<file path="src/hdl/csd_pkg.sv">
// Constants and types for the channel switch settle delay block
package csd_pkg;

  // Register map
  localparam logic [5:0]  MODE_OFFSET    = 6'h01;
  localparam logic [15:0] MODE_RESET     = 16'h0000;
  localparam logic [15:0] MODE_WR_MASK   = 16'h877F;
  localparam int          DELAY_LSB      = 8;
  localparam int          DELAY_WIDTH    = 3;

  // Timing
  localparam int CLK_PERIOD_PS   = 5000;
  localparam int UNIT_TIME_PS    = 8000000;
  localparam int UNIT_CYCLES     = (UNIT_TIME_PS + CLK_PERIOD_PS - 1) / CLK_PERIOD_PS;
  localparam int PRE_WIDTH       = 11;
  localparam int UNIT_WIDTH      = 8;

  // Delay codes in units
  localparam logic [UNIT_WIDTH-1:0] UNITS_CODE0 = 8'h00;
  localparam logic [UNIT_WIDTH-1:0] UNITS_CODE1 = 8'h01;
  localparam logic [UNIT_WIDTH-1:0] UNITS_CODE2 = 8'h04;
  localparam logic [UNIT_WIDTH-1:0] UNITS_CODE3 = 8'h0A;
  localparam logic [UNIT_WIDTH-1:0] UNITS_CODE4 = 8'h19;
  localparam logic [UNIT_WIDTH-1:0] UNITS_CODE5 = 8'h32;
  localparam logic [UNIT_WIDTH-1:0] UNITS_CODE6 = 8'h7D;
  localparam logic [UNIT_WIDTH-1:0] UNITS_CODE7 = 8'hFA;

  typedef enum logic [0:0] {
    CSD_IDLE   = 1'b0,
    CSD_SETTLE = 1'b1
  } csd_state_type;

  typedef struct packed {
    csd_state_type          state;
    logic [PRE_WIDTH-1:0]   preCnt;
    logic [UNIT_WIDTH-1:0]  unitCnt;
    logic [15:0]            modeReg;
    logic                   convStart;
    logic                   filterReset;
    logic                   readyClear;
  } csd_regs_type;

  function automatic logic [UNIT_WIDTH-1:0] csd_units(input logic [DELAY_WIDTH-1:0] code);
    logic [UNIT_WIDTH-1:0] u;
    u = UNITS_CODE0;
    case (code)
      3'h1:    u = UNITS_CODE1;
      3'h2:    u = UNITS_CODE2;
      3'h3:    u = UNITS_CODE3;
      3'h4:    u = UNITS_CODE4;
      3'h5:    u = UNITS_CODE5;
      3'h6:    u = UNITS_CODE6;
      3'h7:    u = UNITS_CODE7;
      default: u = UNITS_CODE0;
    endcase
    return u;
  endfunction

endpackage

</file>
<file path="src/hdl/csd_settle_delay.sv">
// Settling wait inserted between a channel switch and the next conversion start
`timescale 1ns/100ps
module csd_settle_delay #(
  // Timing
  parameter int UNIT_CYCLES = csd_pkg::UNIT_CYCLES
) (
  // Clock and reset
  input  wire logic        ref_clk,
  input  wire logic        rst_n,
  // Register write port
  input  wire logic [5:0]  regAddr,
  input  wire logic        regWrEn,
  input  wire logic [15:0] regWrData,
  // Register read back
  output logic      [15:0] modeValue,
  // Sequencer side
  input  wire logic        chanSwitch,
  input  wire logic        multiChannel,
  input  wire logic        mainsReject,
  // Converter side
  output logic             convStart,
  output logic             filterReset,
  output logic             readyClear,
  output logic             settleBusy
);

  ////////////////////////////////////////////////////////////////////////////
  // Reset release
  logic rstSync1_reg;
  logic rstSync2_reg;

  always_ff @(posedge ref_clk or negedge rst_n) begin
    if (!rst_n) begin
      rstSync1_reg <= 1'b0;
      rstSync2_reg <= 1'b0;
    end else begin
      rstSync1_reg <= 1'b1;
      rstSync2_reg <= rstSync1_reg;
    end
  end

  ////////////////////////////////////////////////////////////////////////////
  // Unit length
  localparam logic [csd_pkg::PRE_WIDTH-1:0] PRE_LAST =
    csd_pkg::PRE_WIDTH'(UNIT_CYCLES - 1);

  csd_pkg::csd_regs_type           r_reg;
  csd_pkg::csd_regs_type           r_next;
  logic                            modeWrite;
  logic [15:0]                     modeWrValue;
  logic [csd_pkg::DELAY_WIDTH-1:0] delayCode;
  logic [csd_pkg::UNIT_WIDTH-1:0]  units;
  logic                            delayBypass;
  logic                            switchTaken;
  logic                            unitTick;
  logic                            unitLast;

  ////////////////////////////////////////////////////////////////////////////
  // Address decode
  always_comb begin
    modeWrite   = 1'b0;
    modeWrValue = r_reg.modeReg;
    if (!regWrEn) begin
      modeWrite = 1'b0;
    end else if (regAddr == csd_pkg::MODE_OFFSET) begin
      // Reserved bits never stored
      modeWrite   = 1'b1;
      modeWrValue = regWrData & csd_pkg::MODE_WR_MASK;
    end else begin
      // Other addresses have no effect here
      modeWrite = 1'b0;
    end
  end

  ////////////////////////////////////////////////////////////////////////////
  // Unit table, one entry per delay code
  logic [csd_pkg::UNIT_WIDTH-1:0] unitTable [1 << csd_pkg::DELAY_WIDTH];

  for (genvar g = 0; g < (1 << csd_pkg::DELAY_WIDTH); g++) begin : g_unitTable
    assign unitTable[g] = csd_pkg::csd_units(csd_pkg::DELAY_WIDTH'(g));
  end

  ////////////////////////////////////////////////////////////////////////////
  // Delay selection
  always_comb begin
    delayCode   = r_reg.modeReg[csd_pkg::DELAY_LSB +: csd_pkg::DELAY_WIDTH];
    units       = unitTable[delayCode];
    // Single channel, mains rejection or code 0 skip the wait
    delayBypass = !multiChannel || mainsReject || (units == csd_pkg::UNITS_CODE0);
  end

  ////////////////////////////////////////////////////////////////////////////
  // Switch acceptance
  always_comb begin
    switchTaken = 1'b0;
    if (modeWrite) begin
      // Write wins over a switch in the same cycle
      switchTaken = 1'b0;
    end else if (r_reg.state == csd_pkg::CSD_IDLE) begin
      switchTaken = chanSwitch;
    end else begin
      // Switches during a wait are ignored
      switchTaken = 1'b0;
    end
  end

  ////////////////////////////////////////////////////////////////////////////
  // Unit divider
  always_comb begin
    unitTick = 1'b0;
    unitLast = 1'b0;
    if (r_reg.state == csd_pkg::CSD_SETTLE) begin
      // One enable pulse per elapsed delay unit
      unitTick = (r_reg.preCnt == PRE_LAST);
      unitLast = unitTick && (r_reg.unitCnt == csd_pkg::UNITS_CODE1);
    end
  end

  ////////////////////////////////////////////////////////////////////////////
  // Next state
  always_comb begin
    r_next             = r_reg;
    r_next.convStart   = 1'b0;
    r_next.filterReset = 1'b0;
    r_next.readyClear  = 1'b0;

    if (modeWrite) begin
      // Write aborts any wait and restarts conversion
      r_next.modeReg     = modeWrValue;
      r_next.filterReset = 1'b1;
      r_next.readyClear  = 1'b1;
      r_next.convStart   = 1'b1;
      r_next.state       = csd_pkg::CSD_IDLE;
      r_next.preCnt      = '0;
      r_next.unitCnt     = '0;
    end else begin
      case (r_reg.state)
        csd_pkg::CSD_IDLE: begin
          if (switchTaken && delayBypass) begin
            // Delay bypassed: unsupported with mains rejection
            r_next.convStart = 1'b1;
          end else if (switchTaken) begin
            r_next.state   = csd_pkg::CSD_SETTLE;
            r_next.preCnt  = '0;
            r_next.unitCnt = units;
          end
        end
        csd_pkg::CSD_SETTLE: begin
          if (unitLast) begin
            // Start only delayed; conversion period itself untouched
            r_next.state     = csd_pkg::CSD_IDLE;
            r_next.preCnt    = '0;
            r_next.unitCnt   = '0;
            r_next.convStart = 1'b1;
          end else if (unitTick) begin
            r_next.preCnt  = '0;
            r_next.unitCnt = r_reg.unitCnt - 8'h01;
          end else begin
            r_next.preCnt = r_reg.preCnt + 11'h001;
          end
        end
        default: begin
          r_next.state = csd_pkg::CSD_IDLE;
        end
      endcase
    end
  end

  ////////////////////////////////////////////////////////////////////////////
  // State register
  always_ff @(posedge ref_clk or negedge rstSync2_reg) begin
    if (!rstSync2_reg) begin
      r_reg.state       <= csd_pkg::CSD_IDLE;
      r_reg.preCnt      <= '0;
      r_reg.unitCnt     <= '0;
      r_reg.modeReg     <= csd_pkg::MODE_RESET;
      r_reg.convStart   <= 1'b0;
      r_reg.filterReset <= 1'b0;
      r_reg.readyClear  <= 1'b0;
    end else begin
      r_reg <= r_next;
    end
  end

  assign modeValue   = r_reg.modeReg;
  assign convStart   = r_reg.convStart;
  assign filterReset = r_reg.filterReset;
  assign readyClear  = r_reg.readyClear;
  assign settleBusy  = (r_reg.state == csd_pkg::CSD_SETTLE);

endmodule

</file>
<file path="config.mk">
export PLATFORM = sky130hd
export DESIGN_NAME = csd_settle_delay
export DESIGN_NICKNAME = d
export VERILOG_FILES = /design/src/hdl/csd_pkg.sv /design/src/hdl/csd_settle_delay.sv
export SDC_FILE = /design/constraint.sdc
export NUM_CORES = 1
export LEC_CHECK = 0
export ABC_AREA = 1
export BUFFER_PORTS_ARGS = -buffer_cell sky130_fd_sc_hd__buf_4
export CAP_MARGIN = 15
export CORE_MARGIN = 1.5
export CORE_UTILIZATION = 58
export DETAILED_ROUTE_END_ITERATION = 10
export GPL_ROUTABILITY_DRIVEN = 0
export PLACE_DENSITY = 0.93
export SETUP_SLACK_MARGIN = 0.5
export SKIP_LAST_GASP = 1
export SYNTH_ARGS = -nofsm -noshare
export SYNTH_HDL_FRONTEND = slang
export SYNTH_SLANG_ARGS = --single-unit
</file>
<file path="constraint.sdc">
create_clock -name ref_clk -period 3.8 [get_ports ref_clk]
set_clock_uncertainty 0.2 [all_clocks]
set_input_delay 0.38 -clock ref_clk [delete_from_list [all_inputs] [get_ports ref_clk]]
set_output_delay 0.38 -clock ref_clk [all_outputs]
set_load 0.01 [all_outputs]
</file>
==> impl_results.md, run 1 <==
- Top cell by count, worst path: nand3_2
- Clk slew on worst S/H paths: around 0.07 ns
- Die height: around 64 µm
- Leading area contributor after synthesis: dfrtp_1
- Critical Path End Type: flop
- Vias: just under 2000
- Outcome: completed
- Total wire length: 4370 µm
- WP data arrival: 1.97 ns
- # rows: 22
- Async S/R FF share, synth: between 90% and 100%
- Mapped Area: roughly 2200 µm²
- Hold Crit Class: reg2async
- Drt pass-1 iters: 4
- Total number of yosys warnings: 0
- Commonest non-fill, non-tap cell in the layout: nand2_1
- Initial antenna violation count: 0
- Most frequent cells in the layout: 107 x nand2_1, 38 x buf_4, 37 x nor2_1
- Post-synthesis sequential area ratio: slightly above 40%
- H-tree Lvls: 2
- Slowest stage delay, CP: between 0.4 and 0.5 ns
- Residual DRC count: 0
- Largest cells by area after synthesis: dfrtp_1 40%, nand2_1 19%, nand3_1 6.5%
- Fin Setup TNS: 0 ns
- Tmin final: 1.99 ns
- Number of hold buffers added after cts: 1
- Slew HR: 63.7%
- DR vias/cell: 4.97
- Area growth from synthesis to layout: 13.5%
- Antenna cells: 0
- Largest net degree at the start of global routing: 34
- Maximum fanout along the worst path: 14
- Critical Path Slowest Stage Cell: dfrtp_1
- Clock sinks: 35
- Final period utilization: around 52%
- Post-DP HPWL: approximately 3100 µm
- Critical path class: reg2reg
- Mapped Avg Cell Area: between 6 and 7 µm²
- Slew Limit Fails: 0
- Final-report hold violation count: 0
- Post-route ant nets: 0
- F_max: between 500 and 600 MHz
- CTS Buf Count: 5
- Post-CTS setup buffer count: 0
- Netlist cell types: 24
- Net count reported at finish: 370
- Die Span X: between 60 and 70 µm
- Final setup vio count: 0
- Die footprint: 4100 µm²
- Leakage power: between 0.001 and 0.0015 µW
- First-pass GRT wire length: slightly below 8000 µm
- Initial Util: 59.5%
- CP top delay family: simple AND/OR/NAND/NOR gates
- Max Cap Viol: 0
- Fillers: 320
- GRT overflow: 0
- Port Buffers: 37
- Wire length per cell: approximately 11 µm
- CTS tree: built
- CTS root buf: clkbuf_8
- Power per cell area: 545 nW/µm²
- Crit-path cells: ha_1 > nand3_2 > nor2_4 > nand3_2 > nand3_2 > nand2_2 > o21ai_0 > nor2_1
- Vias in the first global route: approximately 1900
- Worst slew pin tran: 0.545 ns
- Layout cell share with drive strength beyond 1: between 10% and 20%
- Core area: 3630 µm²
- Max reg flops: 19
- CP Launch Type: flop
- Area occupied by multi-input gates: between 1000 and 1500 µm²
- Hold slack: around 0.067 ns
- Register area: about 880 µm²
- RSZ-0062 raised after global routing: false
- EDFF count, synth: 0
- Register bit total from synthesis: 35
- Peak supply drop: roughly 310 µV
- Clock Path Buffers: 2
- Main flop type after synthesis: dfrtp_1
- Num ports: 48
- Yosys top cell area share: around two fifths
- Fin util: between 60% and 70%
- Resize count post-CTS: 0
- Initial DRC count: 93
- Buf/Inv on CP: 0
- GR Util All Layers: about a quarter
- Worst-Skew Late Latency: 0.30 ns
- Synth Instances: a little over 300
- Data required time of the critical path: 3.79 ns
## synthesized netlist by cell type (2+ instances only)
library cell,n
ha_1,3
xor2_1,3
nand2_2,3
nand3_1,28
buf_6,2
nand4_1,3
inv_2,3
nand2_1,107
dfrtp_1,35
clkbuf_1,2
nor2_1,37
conb_1,2
inv_1,34
o21ai_0,14
nand3_2,5
a21oi_1,6
buf_4,17
## routing by layer
layer	vias up	GRT usage [%]	part of all wire [%]
li1	989	-	-
met1	880	29.8	45
met2	53	39.8	48
met3	7	6.34	5.5
met4	0	10.3	1.7
met5	-	0	0
## path summary, 6_finish.rpt
| kind | start | end | slack (ns) | cells past startpoint |
|---|---|---|---|---|
| max | r_reg[27]$_DFFE_PN0P_ | r_reg[33]$_DFFE_PN0P_ | 1.81 | 8 |
| max in group asynchronous | rstSync2_reg$_DFF_PN0_ | r_reg[32]$_DFFE_PN0P_ | 3.03 | 1 |
| min reg2reg | rstSync2_reg$_DFF_PN0_ | modeValue[8]$_DFFE_PN0P_ | 0.07 | 1 |
| min | rstSync2_reg$_DFF_PN0_ | modeValue[8]$_DFFE_PN0P_ | 0.07 | 1 |
| max reg2reg | r_reg[27]$_DFFE_PN0P_ | r_reg[33]$_DFFE_PN0P_ | 1.81 | 8 |
| min in group ref_clk | regWrData[6] | modeValue[6]$_DFFE_PN0P_ | 0.08 | 3 |
## power by group
part | switching [µW] | leakage (µW) | internal [µW]
combinational | 303 | 0.000884 | 207
sequential | 102 | 0.000449 | 456
clock | 141 | 0.0000412 | 128
total | 547 | 0.00137 | 791
## layout make-up
class | count | area share (%)
inverters | 37 | 5.65
repair buffers | 39 | 12.0
clock inverters | 2 | 0.509
clock buffers | 6 | 2.95
well taps | 48 | 2.45
flip-flops and latches | 35 | 35.7
multi-input cells | 221 | 40.8
## worst reg2reg max path: cells and delay by family, from the launching register on
family | cells | cell delay, ns
and+or+nand+nor | 6 | 0.76
AOI/OAI and AO/OA | 1 | 0.15
DFF | 1 | 0.43
adders and majority gates | 1 | 0.34
## cell families after synthesis
group | after synthesis | share of synthesized area [%]
buffers and inverters | 59 | 13.9
adder cells (fa/ha/maj) | 3 | 1.74
flip-flops | 35 | 40.5
other | 2 | 0.347
XOR/XNOR | 4 | 1.62
AO/OA/AOI/OAI | 21 | 4.97
AND/OR/NAND/NOR | 187 | 36.9
## stage by stage
step,total power [µW],area (µm²),setup WS (ns),std cells
final,1340,2460,1.81,388
after global routing,1460,2460,1.66,388
after CTS,1340,2460,1.80,388
after detailed placement,1070,2360,1.75,379
after global placement,1040,2360,1.81,379
after floorplan,965,2180,2.11,315
No activity file was read; power rests on OpenSTA's default activity.
==> run 2: changes to the inputs <==
--- a/config.mk
+++ b/config.mk
@@ -5,14 +5,14 @@
 export SDC_FILE = /design/constraint.sdc
 export NUM_CORES = 1
 export LEC_CHECK = 0
-export ABC_AREA = 1
+export ABC_AREA = 0
 export BUFFER_PORTS_ARGS = -buffer_cell sky130_fd_sc_hd__buf_4
 export CAP_MARGIN = 15
 export CORE_MARGIN = 1.5
-export CORE_UTILIZATION = 58
+export CORE_UTILIZATION = 48
 export DETAILED_ROUTE_END_ITERATION = 10
 export GPL_ROUTABILITY_DRIVEN = 0
-export PLACE_DENSITY = 0.93
+export PLACE_DENSITY = 0.83
 export SETUP_SLACK_MARGIN = 0.5
 export SKIP_LAST_GASP = 1
 export SYNTH_ARGS = -nofsm -noshare
==> constraint.sdc (replaced) <==
create_clock -name ref_clk -period 1.7 [get_ports ref_clk]
set_clock_uncertainty 0.2 [all_clocks]
set_input_delay 0.17 -clock ref_clk [delete_from_list [all_inputs] [get_ports ref_clk]]
set_output_delay 0.17 -clock ref_clk [all_outputs]
set_load 0.01 [all_outputs]
==> run 2 against run 1 <==
The run now ends with setup timing left. Sequential share of layout area fell by 11 points. Highest routed layer unchanged. Count of clock-buffer cells in the layout fell by 1. Global-route usage rose by 9.4 points. Worst setup slack got worse by 2.2 ns.
==> impl_results.md, run 2 <==
- Die Span X: slightly below 70 µm
- Residual DRC count: 0
- CP Launch Type: flop
- Clk slew on worst S/H paths: 0.09 ns
- Die height: a little under 70 µm
- Antenna cells: 0
- Total stage count of the critical path: 6
- Area growth from synthesis to layout: 71.9%
- Most frequent cells in the layout: 71 x buf_4, 34 x dfrtp_1, 28 x buf_6
- Routed wl met3: between 700 and 800 µm
- EDFF count, synth: 0
- Initial Util: between 50 and 60%
- Max Cap Viol: 0
- CTS root buf: clkbuf_8
- Register bit total from synthesis: 35
- Total wire length: 9010 µm
- Critical path class: reg2reg
- Clock sinks: 35
- # rows: 23
- Mapped Area: slightly above 2000 µm²
- H-tree Lvls: 2
- M1 WL: around 3200 µm
- Top Metal Used: met4
- Synth Instances: 224
- CTS Buf Count: 5
- First-pass GRT wire length: roughly 11000 µm
- Port Buffers: 37
- Initial DRC count: roughly 330
- Crit-path cells: nor4b_4 > and4_4 > nand4_1 > buf_6 > a31oi_1 > o32ai_1
- Max reg flops: 19
- Leakage power: 0.00162 µW
- Net count reported at finish: ~360
- Worst-Skew Late Latency: about 0.31 ns
- Total number of yosys warnings: 0
- GR Util All Layers: between 30% and 40%
- Critical Path Slowest Stage Cell: dfrtp_1
- Final setup vio count: 21
- Clock Path Buffers: 2
- Post-synth top cells: 50 x nand2_1, 35 x dfrtp_1, 19 x buf_4
- Vias: around 2300
- Largest cells by area after synthesis: dfrtp_1 43%, nand2_1 9.2%, buf_4 7.0%
- GRT overflow: 0
- Yosys top cell area share: about 43%
- Commonest non-fill, non-tap cell in the layout: buf_4
- Critical Path End Type: flop
- Maximum fanout along the worst path: 6
- Failing checks: setup timing
- Tmin final: around 2.1 ns
- CTS tree: built
- Vias in the first global route: 2203
- Final-report hold violation count: 0
- Core area: 4030 µm²
- Post-DP HPWL: 3620 µm
- Count leader, synth: nand2_1
- Layout cell share with drive strength beyond 1: between 50% and 60%
- F_max: around 470 MHz
- Hold Crit Class: reg2async
- RSZ-0062 raised after global routing: true
- Netlist cell types: between 40 and 50
- Slowest stage delay, CP: ~0.44 ns
- Power per cell area: between 1000 and 1500 nW/µm²
- Num ports: 48
- Async S/R FF share, synth: 100%
- Drt pass-1 iters: 6
- Final period utilization: 124%
- Main flop type after synthesis: dfrtp_1
- Place WS: -0.233 ns
- Largest net degree at the start of global routing: 20
- Final instance area: between 3000 and 4000 µm²
- Slew Limit Fails: 0
- WP data arrival: approximately 2.1 ns
- Post-route ant nets: 0
- Mapped Avg Cell Area: between 9 and 10 µm²
- Die footprint: around 4600 µm²
- Met2 routed WL: roughly 4500 µm
- Buf/Inv on CP: 1
- Peak supply drop: 1000 µV
- CP top delay family: simple AND/OR/NAND/NOR gates
- DR vias/cell: around 6
- Fillers: 166
- Outcome: finished with violations
- Fin Setup TNS: -6.21 ns
- Placed inst area: 2560 µm²
- Leading area contributor after synthesis: dfrtp_1
- Wire length per cell: approximately 24 µm
- Initial antenna violation count: 0
- Worst setup margin: -0.414 ns
- Cell depth of the worst flop-to-flop path: 6
- Data required time of the critical path: about 1.7 ns
- Post-synthesis sequential area ratio: 43.1%
-- run 2: cell count changes after synthesis, moves of 6 or more --
| cell | previous run | this run |
|---|---|---|
| nand2_1 | 107 | 50 |
| inv_1 | 34 | 5 |
| nand3_1 | 28 | 5 |
| nor2_1 | 37 | 15 |
| o21ai_0 | 14 | 4 |
| xnor2_1 | 1 | 7 |
-- run 2: path summary, 6_finish.rpt --
path	startpoint	end	slack, ns
min in group ref_clk	chanSwitch	r_reg[33]$_DFFE_PN0P_	0.07
worst max register to register	r_reg[35]$_DFFE_PN0P_	r_reg[24]$_DFFE_PN0P_	-0.41
worst max-delay path	r_reg[35]$_DFFE_PN0P_	r_reg[24]$_DFFE_PN0P_	-0.41
worst min register to register	rstSync2_reg$_DFF_PN0_	r_reg[28]$_DFFE_PN0P_	0.02
worst min-delay path	rstSync2_reg$_DFF_PN0_	r_reg[28]$_DFFE_PN0P_	0.02
max in group asynchronous	rst_n	rstSync2_reg$_DFF_PN0_	0.62
-- run 2: layout make-up --
cell class                 count  area, µm²  area share (%)
timing repair buffer         125       1200            34.4
clock buffer                   5       68.8            1.97
tap                           50       62.6            1.79
multi-input combinational    159       1230            35.2
clock inverter                 3       23.8           0.681
sequential                    35        877            25.1
inverter                       5       31.3           0.896
-- run 2: logic make-up after synthesis --
family / share of synthesized area (%)
xor gates and xnor gates: 3.45
DFF: 43.1
buffers and inverters: 10.7
adders and majority gates: 1.85
AOI/OAI and AO/OA: 12.9
muxes: 1.05
other: 0.370
and+or+nand+nor: 26.6
-- run 2: timing repair --
action,4_1_cts,5_1_grt
gates cloned,1,1
pin swaps,32,31
endpoints found under the setup margin,44,48
hold buffers,14,0
buffers inserted,16,15
gates resized for setup,61,49
endpoints found under the hold margin,14,0
-- run 2: stage by stage --
step                std cells  hold WS [ns]  utilization, %  total power, µW
floorplan                 228        -0.326               -             1860
global placement          327        -0.247            63.5             2200
detailed placement        327        -0.246            63.5             2270
CTS                       366        0.0279            78.3             3230
global route              382        0.0649            86.6             3810
finish                    382        0.0246            86.6             3670
-- run 2: report_power, final --
group          switching, µW  total [µW]  leakage [µW]  internal, µW
Clock                    364         657     0.0000408           293
Combinational            923        1860       0.00113           936
Sequential               158        1150      0.000447           996
Total                   1450        3670       0.00162          2230
-- run 2: metal layers --
metal | vias up | GRT usage (%)
li1 | 961 | -
met1 | 1121 | 36.3
met2 | 189 | 60.0
met3 | 62 | 7.40
met4 | 0 | 18.8
met5 | - | 0
